$ cat src/verilog/plc_pkg.sv
package plc_pkg;

  // ==========================================================
  // register addresses
  localparam logic [4:0] ADDR_CTRL_A    = 5'h01;
  localparam logic [4:0] ADDR_CTRL_B    = 5'h02;
  localparam logic [4:0] ADDR_RSVD_3    = 5'h03;
  localparam logic [4:0] ADDR_RSVD_4    = 5'h04;
  localparam logic [4:0] ADDR_HOOK_RING = 5'h05;

  // ==========================================================
  // line_interface_control_a fields
  localparam int BIT_SOFT_RESET   = 7;
  localparam int BIT_ISO_LOOPBACK = 1;
  localparam int BIT_WIDTH_SELECT = 0;

  // ==========================================================
  // line_interface_control_b fields
  localparam int BIT_EXT_LINE_LOOP   = 3;
  localparam int BIT_HYBRID_CONNECT  = 1;
  localparam int BIT_RECEIVE_PATH_ON = 0;

  // ==========================================================
  // hook_and_ring_control fields
  localparam int BIT_RING_NEG      = 6;
  localparam int BIT_RING_POS      = 5;
  localparam int BIT_ONHOOK_MON    = 3;
  localparam int BIT_RING_FLAG     = 2;
  localparam int BIT_OFF_HOOK      = 0;

  // ==========================================================
  // reset values
  localparam logic       RST_BIT     = 1'b0;
  localparam logic [7:0] RST_RDATA   = 8'h00;

  // ==========================================================
  // timing
  localparam int CLK_PERIOD_NS     = 10;
  localparam int RING_HOLD_MS      = 4500;
  localparam int RING_HOLD_CYC     = RING_HOLD_MS * (1000000 / CLK_PERIOD_NS);
  localparam int OFFHOOK_HOLD_CYC  = 1000;

endpackage : plc_pkg

$ cat src/verilog/plc_regs.sv
// Behaviour
// - soft reset bit clears all, self-clears
// - isolation loopback bit drives barrier loopback
// - width select: 15-bit with requests, 16-bit none
// - width select sticks until reset
// - ext line loop bit enables analog loopback
// - hybrid connect bit joins hybrid transmit path
// - receive path on bit enables receive path
// - ring_neg_flag mirrors negative ring presence
// - ring_pos_flag mirrors positive ring presence
// - onhook monitor enables low-power line monitoring
// - ring flag set on ring, timed clear
// - off_hook bit ORed with enabled pin
// - caller-id mode skips off-hook counter
// - registers reached only via serial port
module plc_regs #(
  parameter int unsigned RING_HOLD_CYC    = plc_pkg::RING_HOLD_CYC,
  parameter int unsigned OFFHOOK_HOLD_CYC = plc_pkg::OFFHOOK_HOLD_CYC
) (
  // clock, reset, enable
  input  wire logic       sys_clk,
  input  wire logic       rst,
  input  wire logic       clk_en,
  // register port from the buffered serial port
  input  wire logic       reg_wr,
  input  wire logic       reg_rd,
  input  wire logic [4:0] reg_addr,
  input  wire logic [7:0] reg_wdata,
  output logic      [7:0] reg_rdata,
  output logic            reg_rvalid,
  // serial framing
  input  wire logic       sec_frame_req,
  output logic            sec_frame_grant,
  output logic            serial_width_16,
  // line-side pins, asynchronous
  input  wire logic       ring_pos_pin,
  input  wire logic       ring_neg_pin,
  input  wire logic       off_hook_pin,
  // configuration from neighbouring registers
  input  wire logic       off_hook_pin_en,
  input  wire logic       cid_mode,
  // line-side controls
  output logic            isolation_loopback,
  output logic            ext_line_loop,
  output logic            hybrid_connect,
  output logic            receive_path_on,
  output logic            onhook_monitor,
  output logic            line_off_hook
);

  // ==========================================================
  // declarations
  logic       iso_loop_q;
  logic       width_sel_q;
  logic       ext_loop_q;
  logic       hybrid_q;
  logic       rx_on_q;
  logic       onhook_mon_q;
  logic       off_hook_q;
  logic       ring_flag;
  logic [1:0] ring_pos_sync_q;
  logic [1:0] ring_neg_sync_q;
  logic [1:0] hook_pin_sync_q;
  logic [7:0] rdata_q;
  logic       rvalid_q;
  logic       grant_q;
  logic       line_hook_q;
  logic       monitor_q;
  logic [31:0] hold_cnt_q;
  logic       wr_a;
  logic       wr_b;
  logic       wr_hr;
  logic       soft_rst;
  logic       ring_pos_s;
  logic       ring_neg_s;
  logic       hook_pin_s;
  logic       off_req;
  logic       hold_busy;
  logic       going_on_hook;

  // ==========================================================
  // pin synchronisers
  always_ff @(posedge sys_clk or posedge rst)
  begin
    if (rst)
    begin
      ring_pos_sync_q <= 2'h0;
      ring_neg_sync_q <= 2'h0;
      hook_pin_sync_q <= 2'h0;
    end
    else if (clk_en)
    begin
      ring_pos_sync_q <= {ring_pos_sync_q[0], ring_pos_pin};
      ring_neg_sync_q <= {ring_neg_sync_q[0], ring_neg_pin};
      hook_pin_sync_q <= {hook_pin_sync_q[0], off_hook_pin};
    end
  end

  assign ring_pos_s = ring_pos_sync_q[1];
  assign ring_neg_s = ring_neg_sync_q[1];
  assign hook_pin_s = hook_pin_sync_q[1];

  // ==========================================================
  // write decode
  // only the serial port path reaches these strobes
  assign wr_a  = reg_wr && (reg_addr == plc_pkg::ADDR_CTRL_A);
  assign wr_b  = reg_wr && (reg_addr == plc_pkg::ADDR_CTRL_B);
  assign wr_hr = reg_wr && (reg_addr == plc_pkg::ADDR_HOOK_RING);
  // soft reset acts on the write edge and is never stored,
  // so it reads back as zero
  assign soft_rst = wr_a && reg_wdata[plc_pkg::BIT_SOFT_RESET];

  // ==========================================================
  // line_interface_control_a
  always_ff @(posedge sys_clk or posedge rst)
  begin
    if (rst)
      iso_loop_q <= plc_pkg::RST_BIT;
    else if (clk_en)
    begin
      if (soft_rst)
        iso_loop_q <= plc_pkg::RST_BIT;
      else if (wr_a)
        iso_loop_q <= reg_wdata[plc_pkg::BIT_ISO_LOOPBACK];
    end
  end

  // sticky: a zero write cannot clear it, only a reset
  always_ff @(posedge sys_clk or posedge rst)
  begin
    if (rst)
      width_sel_q <= plc_pkg::RST_BIT;
    else if (clk_en)
    begin
      if (soft_rst)
        width_sel_q <= plc_pkg::RST_BIT;
      else if (wr_a && reg_wdata[plc_pkg::BIT_WIDTH_SELECT])
        width_sel_q <= 1'b1;
    end
  end

  // ==========================================================
  // line_interface_control_b
  always_ff @(posedge sys_clk or posedge rst)
  begin
    if (rst)
    begin
      ext_loop_q <= plc_pkg::RST_BIT;
      hybrid_q   <= plc_pkg::RST_BIT;
      rx_on_q    <= plc_pkg::RST_BIT;
    end
    else if (clk_en)
    begin
      if (soft_rst)
      begin
        ext_loop_q <= plc_pkg::RST_BIT;
        hybrid_q   <= plc_pkg::RST_BIT;
        rx_on_q    <= plc_pkg::RST_BIT;
      end
      else if (wr_b)
      begin
        ext_loop_q <= reg_wdata[plc_pkg::BIT_EXT_LINE_LOOP];
        hybrid_q   <= reg_wdata[plc_pkg::BIT_HYBRID_CONNECT];
        rx_on_q    <= reg_wdata[plc_pkg::BIT_RECEIVE_PATH_ON];
      end
    end
  end

  // ==========================================================
  // hook_and_ring_control writable bits
  always_ff @(posedge sys_clk or posedge rst)
  begin
    if (rst)
    begin
      onhook_mon_q <= plc_pkg::RST_BIT;
      off_hook_q   <= plc_pkg::RST_BIT;
    end
    else if (clk_en)
    begin
      if (soft_rst)
      begin
        onhook_mon_q <= plc_pkg::RST_BIT;
        off_hook_q   <= plc_pkg::RST_BIT;
      end
      else if (wr_hr)
      begin
        onhook_mon_q <= reg_wdata[plc_pkg::BIT_ONHOOK_MON];
        off_hook_q   <= reg_wdata[plc_pkg::BIT_OFF_HOOK];
      end
    end
  end

  // ==========================================================
  // ring detection
  plc_ring_timer #(
    .HOLD_CYC    (RING_HOLD_CYC)
  ) u_ring_timer (
    .sys_clk     (sys_clk),
    .rst         (rst),
    .clk_en      (clk_en),
    .clr         (soft_rst || line_hook_q),
    .ring_pos    (ring_pos_s),
    .ring_neg    (ring_neg_s),
    .ring_flag_q (ring_flag)
  );

  // ==========================================================
  // off-hook control and hold-off counter
  // register bit and enabled pin are simply ORed
  assign off_req   = off_hook_q || (off_hook_pin_en && hook_pin_s);
  assign hold_busy = (hold_cnt_q != 32'h00000000);
  // caller-id mode drops the line without arming the counter
  assign going_on_hook = line_hook_q && !off_req;

  always_ff @(posedge sys_clk or posedge rst)
  begin
    if (rst)
      hold_cnt_q <= 32'h00000000;
    else if (clk_en)
    begin
      if (soft_rst)
        hold_cnt_q <= 32'h00000000;
      else if (going_on_hook && !cid_mode)
        hold_cnt_q <= OFFHOOK_HOLD_CYC[31:0];
      else if (hold_busy)
        hold_cnt_q <= hold_cnt_q - 32'h00000001;
    end
  end

  always_ff @(posedge sys_clk or posedge rst)
  begin
    if (rst)
      line_hook_q <= plc_pkg::RST_BIT;
    else if (clk_en)
    begin
      if (soft_rst)
        line_hook_q <= plc_pkg::RST_BIT;
      else
        line_hook_q <= off_req && !hold_busy;
    end
  end

  // monitoring only while the line stays on-hook
  always_ff @(posedge sys_clk or posedge rst)
  begin
    if (rst)
      monitor_q <= plc_pkg::RST_BIT;
    else if (clk_en)
    begin
      if (soft_rst)
        monitor_q <= plc_pkg::RST_BIT;
      else
        monitor_q <= onhook_mon_q && !off_req;
    end
  end

  // ==========================================================
  // secondary frame grant
  // 16-bit mode has no request bit in the data field
  always_ff @(posedge sys_clk or posedge rst)
  begin
    if (rst)
      grant_q <= plc_pkg::RST_BIT;
    else if (clk_en)
      grant_q <= sec_frame_req && !width_sel_q;
  end

  // ==========================================================
  // read path
  always_ff @(posedge sys_clk or posedge rst)
  begin
    if (rst)
    begin
      rdata_q  <= plc_pkg::RST_RDATA;
      rvalid_q <= 1'b0;
    end
    else if (clk_en)
    begin
      rvalid_q <= reg_rd;
      if (reg_rd)
      begin
        rdata_q <= plc_pkg::RST_RDATA;
        case (reg_addr)
          plc_pkg::ADDR_CTRL_A:
          begin
            rdata_q[plc_pkg::BIT_ISO_LOOPBACK] <= iso_loop_q;
            rdata_q[plc_pkg::BIT_WIDTH_SELECT] <= width_sel_q;
          end
          plc_pkg::ADDR_CTRL_B:
          begin
            rdata_q[plc_pkg::BIT_EXT_LINE_LOOP]   <= ext_loop_q;
            rdata_q[plc_pkg::BIT_HYBRID_CONNECT]  <= hybrid_q;
            rdata_q[plc_pkg::BIT_RECEIVE_PATH_ON] <= rx_on_q;
          end
          plc_pkg::ADDR_HOOK_RING:
          begin
            rdata_q[plc_pkg::BIT_RING_NEG]   <= ring_neg_s;
            rdata_q[plc_pkg::BIT_RING_POS]   <= ring_pos_s;
            rdata_q[plc_pkg::BIT_ONHOOK_MON] <= onhook_mon_q;
            rdata_q[plc_pkg::BIT_RING_FLAG]  <= ring_flag;
            rdata_q[plc_pkg::BIT_OFF_HOOK]   <= off_hook_q;
          end
          // reserved slots three and four read as zero
          default:
          begin
            rdata_q <= plc_pkg::RST_RDATA;
          end
        endcase
      end
    end
  end

  // ==========================================================
  // outputs
  assign reg_rdata          = rdata_q;
  assign reg_rvalid         = rvalid_q;
  assign sec_frame_grant    = grant_q;
  assign serial_width_16    = width_sel_q;
  assign isolation_loopback = iso_loop_q;
  assign ext_line_loop      = ext_loop_q;
  assign hybrid_connect     = hybrid_q;
  assign receive_path_on    = rx_on_q;
  assign onhook_monitor     = monitor_q;
  assign line_off_hook      = line_hook_q;

endmodule : plc_regs

$ cat src/verilog/plc_ring_timer.sv
module plc_ring_timer #(
  parameter int unsigned HOLD_CYC = plc_pkg::RING_HOLD_CYC
) (
  // clock and reset
  input  wire logic sys_clk,
  input  wire logic rst,
  input  wire logic clk_en,
  // events
  input  wire logic clr,
  input  wire logic ring_pos,
  input  wire logic ring_neg,
  // flag
  output logic      ring_flag_q
);

  logic [31:0] hold_cnt_q;
  logic        expire;

  // ==========================================================
  // hold counter since last positive ring
  assign expire = (hold_cnt_q == HOLD_CYC[31:0] - 32'h00000001);

  always_ff @(posedge sys_clk or posedge rst)
  begin
    if (rst)
      hold_cnt_q <= 32'h00000000;
    else if (clk_en)
    begin
      if (clr || ring_pos || !ring_flag_q)
        hold_cnt_q <= 32'h00000000;
      else if (!expire)
        hold_cnt_q <= hold_cnt_q + 32'h00000001;
    end
  end

  // ==========================================================
  // flag: going off-hook clears even with ring present
  always_ff @(posedge sys_clk or posedge rst)
  begin
    if (rst)
      ring_flag_q <= plc_pkg::RST_BIT;
    else if (clk_en)
    begin
      if (clr)
        ring_flag_q <= 1'b0;
      else if (ring_pos || ring_neg)
        ring_flag_q <= 1'b1;
      else if (ring_flag_q && expire)
        ring_flag_q <= 1'b0;
    end
  end

endmodule : plc_ring_timer
$ cat config.mk
export PLATFORM = sky130hd
export DESIGN_NAME = plc_regs
export DESIGN_NICKNAME = d
export VERILOG_FILES = /design/src/verilog/plc_pkg.sv /design/src/verilog/plc_regs.sv /design/src/verilog/plc_ring_timer.sv
export SDC_FILE = /design/constraint.sdc
export NUM_CORES = 1
export LEC_CHECK = 0
export ABC_AREA = 0
export BUFFER_PORTS_ARGS = -buffer_cell sky130_fd_sc_hd__buf_2
export CORE_AREA = 2 2 130 132
export DETAILED_ROUTE_END_ITERATION = 6
export DIE_AREA = 0 0 132 134
export GPL_ROUTABILITY_DRIVEN = 0
export PLACE_DENSITY_LB_ADDON = 0.15
export SLEW_MARGIN = 25
export SYNTH_ARGS = -nofsm -noshare
export SYNTH_HDL_FRONTEND = slang
export SYNTH_HIERARCHICAL = 1
export SYNTH_SLANG_ARGS = --single-unit
$ cat constraint.sdc
create_clock -name sys_clk -period 4.3 [get_ports sys_clk]
set_input_delay 0.43 -clock sys_clk [delete_from_list [all_inputs] [get_ports sys_clk]]
set_output_delay 0.43 -clock sys_clk [all_outputs]
set_load 0.02 [all_outputs]
==> results of run 1 <==
sequential cells by signal, indices dropped and copies added (netlist names), 2 cells and up:
signal                   flops
ring_neg_sync_q              2
hold_cnt_q                  32
hook_pin_sync_q              2
ring_pos_sync_q              2
reg_rdata                    6
u_ring_timer/hold_cnt_q     32
stage by stage:
stage / setup slack, ps / area (um^2) / utilization (%) / std cells
floorplan: 1950 / 4820 / - / 515
global placement: 1340 / 5220 / 32.0 / 753
detailed placement: 1340 / 5220 / 32.0 / 753
CTS: 1440 / 5590 / 34.3 / 769
global route: 1240 / 5590 / 34.3 / 769
finish: 1460 / 5590 / 34.3 / 769
worst max-delay path by stage:
| stage | startpoint | to | slack, ps |
|---|---|---|---|
| 2_1_floorplan | hold_cnt_q[0]$_DFFE_PP0P_ | hold_cnt_q[9]$_DFFE_PP0P_ | 1950 |
| 3_3_place_gp | reg_addr[3] | hold_cnt_q[23]$_DFFE_PP0P_ | 1340 |
| 3_5_place_dp | reg_addr[3] | hold_cnt_q[23]$_DFFE_PP0P_ | 1340 |
| 4_1_cts | hold_cnt_q[0]$_DFFE_PP0P_ | hold_cnt_q[9]$_DFFE_PP0P_ | 1440 |
| 5_1_grt | hold_cnt_q[0]$_DFFE_PP0P_ | hold_cnt_q[9]$_DFFE_PP0P_ | 1240 |
| 6_report | hold_cnt_q[0]$_DFFE_PP0P_ | hold_cnt_q[9]$_DFFE_PP0P_ | 1460 |
power by group through the flow:
stage	Clock, mW	Combinational (mW)	Sequential (mW)
after floorplan	0	0.378	1.09
after global placement	0	0.495	1.10
after detailed placement	0	0.503	1.11
after CTS	1.01	0.505	1.09
after global routing	1.04	0.567	1.12
final	0.972	0.495	1.10
synthesized netlist by cell type (3+ instances only):
master / n / area share (%)
nand2_1: 50 / 3.9
nor3_1: 11 / 1.1
inv_1: 8 / 0.62
nor4_1: 11 / 1.4
or2_2: 4 / 0.52
buf_2: 7 / 0.73
a31oi_1: 13 / 1.7
or4_1: 7 / 1.1
or3_1: 7 / 0.91
and2_1: 5 / 0.65
a41oi_1: 4 / 0.73
and3_1: 10 / 1.3
o2bb2ai_1: 3 / 0.55
nor4_4: 3 / 1.3
nor2_1: 44 / 3.4
buf_4: 3 / 0.47
xor2_1: 12 / 2.2
o22a_1: 6 / 1.1
a21oi_1: 18 / 1.9
o21ai_0: 42 / 4.4
o311ai_0: 3 / 0.55
and4_1: 3 / 0.55
nor2b_1: 5 / 0.65
clkbuf_1: 16 / 1.2
nand2b_1: 4 / 0.52
or4_4: 3 / 0.70
a22o_1: 6 / 1.1
mux2_2: 8 / 1.9
o2111ai_1: 5 / 0.91
nand3_1: 24 / 2.5
o211ai_1: 14 / 2.2
o31ai_1: 15 / 2.3
nand4_1: 13 / 1.7
dfrtp_1: 88 / 46
routing by layer:
layer	wire length (um)	GRT usage, %
met1	5780	18.7
met2	6000	25.0
met3	353	2.95
met4	122	3.99
met5	0	0
cell type report:
type | instances | area [um^2] | share of cell area (%)
multi-input combinational | 392 | 2460 | 44.1
sequential | 88 | 2200 | 39.4
tap | 220 | 275 | 4.93
timing repair buffer | 44 | 245 | 4.39
clock buffer | 10 | 239 | 4.28
clock inverter | 6 | 130 | 2.33
inverter | 9 | 33.8 | 0.605
kinds of logic (layout without fill, tap and decap cells):
logic type	after synthesis	count (layout)	synth area share [%]
AND/OR/NAND/NOR	223	223	26.0
AO/OA/AOI/OAI	142	142	19.9
flip-flops	88	88	45.8
buffers and inverters	35	69	3.15
XOR/XNOR	14	14	2.55
multiplexers	9	9	2.08
adder cells (fa/ha/maj)	2	2	0.520
other	1	2	0.0779
worst min-delay path, cell delays in order:
cell	delay, ps
buf_2	110
inv_1	40
buf_4	380
==> metrics.cfg, run 1 <==
[floorplanning]
die_x_um = 132
pin_count = 41
dieArea_mm2 = 0.0177
rows = 47
die_h_um = 134
start_util_pct = 29.5
core-area_mm2 = 0.0163

[final_layout]
final_common_cell = dfrtp_1
final_cell_mix = dfrtp_1 (88), nand2_1 (50), nor2_1 (44)
drive_above_1_share_pct = 16.6
final_nets = 570
antennaDiodeCount = 0
n_fill_cell = 1697
syn2layout_area_growth_pct = 16.1

[synth]
async_flop_share_pct = 100
yosysSeqAreaShare_pct = 45.8
avgSynthCellArea_um2 = 9.36
ys.flop_type = dfrtp_1
synthCells = 514
syn_area_mm2 = 0.00481
synth_edf_count = 0
synthDistinctLibCells = 63
ys_warn_count = 6
ys_ff_latch = 88

[critical_path]
worstPathArrival_ps = 3070
reg2reg_to = hold_cnt_q[9]$_DFFE_PP0P_
slowest_delay_ps = 540
worstPathMaxFanout = 21
critical_path_class = reg2reg
r2r_cells = 9
cp_top_family = simple AND/OR/NAND/NOR gates
worst-path-buf-inv = 2
cp-end-kind = flop
start_kind = flop
r2r-start = hold_cnt_q[0]$_DFFE_PP0P_
path_cells = inv_1, ha_1, or3b_2, nor2_1, nand4_2, o21ai_1, buf_4, o21ba_2, o22a_1
r2r_setup_slack_ps = 1460
worst_ep_required_time_ps = 4530
timing.critical_path.depth = 9
cp_slowest_cell = or3b_2

[clock_tree]
cts_resized = 0
cts_max_path_buffers = 2
clkLatencyLatePin_ps = 340
clk_pin_slew_ps = 60
hold_buffers = 0
htreeDepth = 3
cts_setup_buffers = 0
cts_buffers = 9
clock-root-buffer = clkbuf_16
cts_tree = built
clkSinkCount = 88

[place]
post-dp-hpwl_um = 8260
io_buffers = 34

[power]
p_switching_mw = 0.766
p_int_mw = 1.80
peakVddDrop_mv = 0.279
finalPower_mw = 2.56
p_sw_share_pct = 29.9
powerDensity_mw_per_mm2 = 459
p_leak_nw = 2.39
pwr-share-seq_pct = 42.8
combPwrFrac_pct = 19.3
clkPwrFrac_pct = 37.9

[global_routing]
grt_pass1_wl_um = 21100
track_usage_pct = 14.6
antenna_found_initial = 0
grt_max_degree = 56
overflow = 0
grt_pass1_vias = 4134

[timing]
setup_violations = 0
skew_ps = 5.10
relSlewSlack_pct = 50.0
rsz0062_at_grt = false
timing.final.crit_share_pct = 66.0
maxSlewViolCount = 0
worst_pin_slew_ps = 750
max_freq_mhz = 352
fin_setup_tns_ps = 0
hold_viol_final = 0
hold_ws_ps = 193
fin_crit_ps = 2840

[routing]
wl_per_cell_um = 15.9
viasPerCell = 5.30
antenna_left = 0
drt_iter0_drc = 273
drt_first_pass_iters = 6
finalWirelength_um = 12300
route.vias.total = 4073
drc = 0

[job]
cap_viol_max_count = 0

[outcome]
status = finished clean

[worst_hold_path]
hold_class = in2async

No activity file was read; power rests on OpenSTA's default activity.
==> inputs of run 2 (changes only) <==
Clock period 4.3 ns to 2.9 ns, I/O delays scaled along.
==> run 2 against run 1 <==
  * Wire length grew 4.8%
  * Sequential share of layout area shrank 0.13 points
  * Global-route usage grew 0.64 points
  * Maximum frequency grew 14%
  * Non-clock buffer count grew 13
  * Clock power grew 21%
  * Combinational power grew 57%
  * Cell area grew 0.34%
  * Die area is the same
  * Critical path depth shrank 3
  * Largest power group unchanged
  * Highest routed layer unchanged
==> metrics.cfg, run 2 (synthesis results as in run 1) <==
[critical_path]
r2r_setup_slack_ps = 420  ; was 1460 ps
slowest_delay_ps = 590  ; was 540 ps
r2r-start = hold_cnt_q[6]$_DFFE_PP0P_  ; was hold_cnt_q[0]$_DFFE_PP0P_
path_cells = or4_4, nor4_4, and4_2, o211ai_4, or3_1, a21oi_1  ; was inv_1, ha_1, or3b_2, nor2_1, nand4_2, o21ai_1, buf_4, o21ba_2, o22a_1
cp_slowest_cell = or4_4  ; was or3b_2
critical_path_class = reg2reg  ; unchanged
start_kind = flop  ; unchanged
worstPathMaxFanout = 7  ; was 21
cp_top_family = simple AND/OR/NAND/NOR gates  ; unchanged
worst-path-buf-inv = 0  ; was 2
cp-startpoint = hold_cnt_q[6]$_DFFE_PP0P_  ; was hold_cnt_q[0]$_DFFE_PP0P_
worst_ep_required_time_ps = 3180  ; was 4530 ps
cp-end-kind = flop  ; unchanged
worstPathArrival_ps = 2770  ; was 3070 ps

[floorplanning]
die_h_um = 134  ; unchanged
dieArea_mm2 = 0.0177  ; unchanged
core-area_mm2 = 0.0163  ; unchanged
die_x_um = 132  ; unchanged
rows = 47  ; unchanged
pin_count = 41  ; unchanged
start_util_pct = 29.5  ; unchanged

[routing]
antenna_left = 0  ; unchanged
drc = 0  ; unchanged
drt_first_pass_iters = 4  ; was 6
drt_iter0_drc = 266  ; was 273
route.vias.total = 4158  ; was 4,073
viasPerCell = 5.32  ; was 5.30
wl_per_cell_um = 16.4  ; was 15.9 um
finalWirelength_um = 12800  ; was 12,300 um

[final_layout]
syn2layout_area_growth_pct = 16.5  ; was 16.1%
n_fill_cell = 1699  ; was 1,697
final_nets = 583  ; was 570
final_common_cell = dfrtp_1  ; unchanged
antennaDiodeCount = 0  ; unchanged
drive_above_1_share_pct = 18.1  ; was 16.6%
design_area_mm2 = 0.00561  ; was 0.00559 mm^2
multi_input_area_mm2 = 0.00246  ; unchanged
stdcell_count = 782  ; was 769
final-seq-area_mm2 = 0.00220  ; unchanged
final_cell_mix = dfrtp_1 (88), nand2_1 (50), nor2_1 (44)  ; unchanged

[timing]
relSlewSlack_pct = 50.2  ; was 50.0%
maxSlewViolCount = 0  ; unchanged
skew_ps = 6.87  ; was 5.10 ps
setup_violations = 0  ; unchanged
timing.final.crit_share_pct = 85.6  ; was 66.0%
fin_crit_ps = 2480  ; was 2840 ps
hold_viol_final = 0  ; unchanged
max_freq_mhz = 403  ; was 352 MHz
rsz0062_at_grt = false  ; unchanged
fin_ws_ps = 416  ; was 1460 ps
worst_pin_slew_ps = 747  ; was 750 ps
fin_setup_tns_ps = 0  ; unchanged

[global_routing]
overflow = 0  ; unchanged
grt_pass1_wl_um = 21700  ; was 21,100 um
antenna_found_initial = 0  ; unchanged
grt_pass1_vias = 4204  ; was 4,134
track_usage_pct = 15.2  ; was 14.6%
grt_max_degree = 30  ; was 56

[power]
p_leak_nw = 2.41  ; was 2.39 nW
finalPower_mw = 3.58  ; was 2.56 mW
peakVddDrop_mv = 0.318  ; was 0.279 mV
powerDensity_mw_per_mm2 = 639  ; was 459 mW/mm^2

[clock_tree]
clkSinkCount = 88  ; unchanged
htreeDepth = 3  ; unchanged
cts_max_path_buffers = 2  ; unchanged
clk_pin_slew_ps = 70  ; was 60 ps
cts_setup_buffers = 0  ; unchanged
hold_buffers = 0  ; unchanged
cts_buffers = 9  ; unchanged
cts_resized = 0  ; unchanged
clock-root-buffer = clkbuf_16  ; unchanged
cts_tree = built  ; unchanged
clkLatencyLatePin_ps = 350  ; was 340 ps

[place]
place_area_mm2 = 0.00532  ; was 0.00522 mm^2
post-dp-hpwl_um = 8890  ; was 8260 um
dp.cells = 766  ; was 753
io_buffers = 34  ; unchanged
pre_cts_ws_ps = 429  ; was 1340 ps

[worst_hold_path]
hold_class = in2async  ; unchanged

[job]
cap_viol_max_count = 0  ; unchanged

[outcome]
status = finished clean  ; unchanged

## run 2: worst paths after layout
| check | end | depth (start not counted) |
|---|---|---|
| worst min-delay path | reg_rdata[5]$_DFFE_PP0P_ | 2 |
| min in group sys_clk | sec_frame_grant$_DFFE_PP0P_ | 2 |
| worst min register to register | reg_rdata[0]$_DFFE_PP0P_ | 2 |
| worst max-delay path | hold_cnt_q[27]$_DFFE_PP0P_ | 6 |
| worst max register to register | hold_cnt_q[27]$_DFFE_PP0P_ | 6 |
| max in group asynchronous | hold_cnt_q[24]$_DFFE_PP0P_ | 3 |
## run 2: cell type report
class	instances	area share, %
clock inverters	5	1.03
clock buffers	11	4.15
repair buffers	57	6.11
well taps	220	4.91
inverters	9	0.603
multi-input cells	392	43.9
flip-flops and latches	88	39.3
## run 2: per-layer routing
metal	share of wire [%]	global-route usage (%)	vias up
li1	-	-	2020
met1	46	19.3	2067
met2	50	25.9	60
met3	3.0	3.29	11
met4	1.4	4.89	0
met5	0	0	-
## run 2: worst reg2reg max path, cell delays in order, from the launching register on
cell	delay [ps]
dfrtp_1	410
or4_4	590
nor4_4	490
and4_2	340
o211ai_4	120
or3_1	320
a21oi_1	140
## run 2: report_power, final
part	switching, mW	internal [mW]
registers	0.209	1.42
logic	0.454	0.323
clock network	0.509	0.667
## run 2: metrics by stage
| stage | hold WS (ps) | utilization [%] |
|---|---|---|
| after detailed placement | 407 | 32.6 |
| after global routing | 51.1 | 34.4 |
| final | 8.78 | 34.4 |
| after floorplan | 376 | - |
| after global placement | 395 | 32.6 |
| after CTS | 28.0 | 34.4 |
==> inputs of run 3 (changes only) <==
Settings changed: CORE_AREA 2 2 130 132 to 2 2 107 161, DIE_AREA 0 0 132 134 to 0 0 109 163.
==> run 3 against run 2 <==
  * Clock power about the same
  * Maximum frequency increased by 1.1%
  * First-iteration DRC count decreased by 21%
  * Via count increased by 0.84%
  * Largest cell class unchanged
==> metrics.cfg, run 3 (synthesis results as in run 1) <==
[timing]
fin_crit_ps = 2460  ; was 2480 ps
rsz0062_at_grt = false  ; unchanged
timing.final.crit_share_pct = 84.7  ; was 85.6%
setup_violations = 0  ; unchanged
skew_ps = 5.70  ; was 6.87 ps
maxSlewViolCount = 0  ; unchanged
worst_pin_slew_ps = 638  ; was 747 ps
fin_setup_tns_ps = 0  ; unchanged
max_freq_mhz = 407  ; was 403 MHz
relSlewSlack_pct = 57.0  ; was 50.2%
fin_ws_ps = 445  ; was 416 ps
hold_viol_final = 0  ; unchanged

[floorplanning]
die_x_um = 109  ; was 132 um
start_util_pct = 29.2  ; was 29.5%
pin_count = 41  ; unchanged
die_h_um = 163  ; was 134 um
dieArea_mm2 = 0.0178  ; was 0.0177 mm^2
rows = 58  ; was 47
core-area_mm2 = 0.0165  ; was 0.0163 mm^2

[final_layout]
n_fill_cell = 1708  ; was 1,699
final_nets = 582  ; was 583
final-seq-area_mm2 = 0.00220  ; unchanged
multi_input_area_mm2 = 0.00246  ; unchanged
final_cell_mix = dfrtp_1 (88), nand2_1 (50), nor2_1 (44)  ; unchanged
antennaDiodeCount = 0  ; unchanged
syn2layout_area_growth_pct = 16.3  ; was 16.5%
drive_above_1_share_pct = 18.4  ; was 18.1%
final_common_cell = dfrtp_1  ; unchanged

[clock_tree]
cts_resized = 0  ; unchanged
clk_pin_slew_ps = 70  ; about the same
cts_max_path_buffers = 2  ; unchanged
htreeDepth = 3  ; unchanged
cts_tree = built  ; unchanged
hold_buffers = 0  ; unchanged
cts_setup_buffers = 0  ; unchanged
clock-root-buffer = clkbuf_16  ; unchanged
clkLatencyLatePin_ps = 350  ; about the same
cts_buffers = 9  ; unchanged
clkSinkCount = 88  ; unchanged

[routing]
drt_first_pass_iters = 4  ; unchanged
antenna_left = 0  ; unchanged
finalWirelength_um = 13400  ; was 12,800 um
wl_per_cell_um = 17.4  ; was 16.4 um
route.vias.total = 4193  ; was 4,158
drc = 0  ; unchanged
viasPerCell = 5.44  ; was 5.32
drt_iter0_drc = 209  ; was 266

[critical_path]
worstPathArrival_ps = 2690  ; was 2770 ps
worstPathMaxFanout = 16  ; was 7
worst_ep_required_time_ps = 3140  ; was 3180 ps
r2r_cells = 7  ; was 6
start_kind = flop  ; unchanged
reg2reg_to = hold_cnt_q[9]$_DFFE_PP0P_  ; was hold_cnt_q[27]$_DFFE_PP0P_
critical_path_class = reg2reg  ; unchanged
r2r-start = hold_cnt_q[28]$_DFFE_PP0P_  ; was hold_cnt_q[6]$_DFFE_PP0P_
r2r_setup_slack_ps = 440  ; was 420 ps
cp-end-kind = flop  ; unchanged

[global_routing]
antenna_found_initial = 0  ; unchanged
track_usage_pct = 16.1  ; was 15.2%
grt_pass1_vias = 4296  ; was 4,204
overflow = 0  ; unchanged
grt_pass1_wl_um = 22500  ; was 21,700 um
grt_max_degree = 34  ; was 30

[place]
io_buffers = 34  ; unchanged
pre_cts_ws_ps = 459  ; was 429 ps
post-dp-hpwl_um = 9470  ; was 8890 um

[job]
cap_viol_max_count = 0  ; unchanged

[power]
powerDensity_mw_per_mm2 = 643  ; was 639 mW/mm^2
p_leak_nw = 2.41  ; about the same
peakVddDrop_mv = 0.344  ; was 0.318 mV

[worst_hold_path]
hold_class = in2async  ; unchanged

[outcome]
status = finished clean  ; unchanged

==> run 3: final cells by class <==
cell class              instances  area share, %
clock buffers                   9           4.03
clock inverters                 7           1.30
inverters                       9          0.604
multi-input cells             392           44.0
flip-flops and latches         88           39.4
well taps                     210           4.70
repair buffers                 56           5.99
==> run 3: per-stage QoR <==
step	power [mW]	utilization (%)	cell area [um^2]	hold WS, ps	instances
2_1_floorplan	2.17	-	4820	376	515
3_3_place_gp	2.41	32.2	5300	399	755
3_5_place_dp	2.43	32.2	5300	414	755
4_1_cts	3.64	34.0	5590	27.5	771
5_1_grt	3.80	34.0	5590	81.7	771
6_report	3.59	34.0	5590	23.2	771
==> run 3: layer usage <==
layer	GRT usage [%]	wire length [um]	share of wire [%]	vias up
met2	28.8	7120	53	65
met3	2.72	341	2.5	20
met5	0	0	0	-
met4	6.12	297	2.2	0
li1	-	-	-	2023
met1	18.9	5640	42	2085
==> run 3: report_power, final <==
group / internal (mW) / switching, mW / total [mW]
logic: 0.320 / 0.451 / 0.771
clock network: 0.668 / 0.526 / 1.19
registers: 1.42 / 0.208 / 1.63
==> run 3: critical path, cell delays in order, from the launching register on <==
cell	delay, ps
dfrtp_1	410
nor4_1	500
nand2_1	190
or3_1	440
o21ai_1	210
buf_4	240
o21ba_2	180
o22a_1	170
==> run 3: how the worst max path moves through the flow <==
stage                                     from                        end  slack [ps]  depth (start not counted)
floorplan            hold_cnt_q[0]$_DFFE_PP0P_  hold_cnt_q[9]$_DFFE_PP0P_         550                         10
global placement    hold_cnt_q[28]$_DFFE_PP0P_  hold_cnt_q[9]$_DFFE_PP0P_         490                          7
detailed placement  hold_cnt_q[28]$_DFFE_PP0P_  hold_cnt_q[9]$_DFFE_PP0P_         460                          7
CTS                 hold_cnt_q[28]$_DFFE_PP0P_  hold_cnt_q[9]$_DFFE_PP0P_         430                          7
global route        hold_cnt_q[28]$_DFFE_PP0P_  hold_cnt_q[9]$_DFFE_PP0P_         300                          7
finish              hold_cnt_q[28]$_DFFE_PP0P_  hold_cnt_q[9]$_DFFE_PP0P_         440                          7
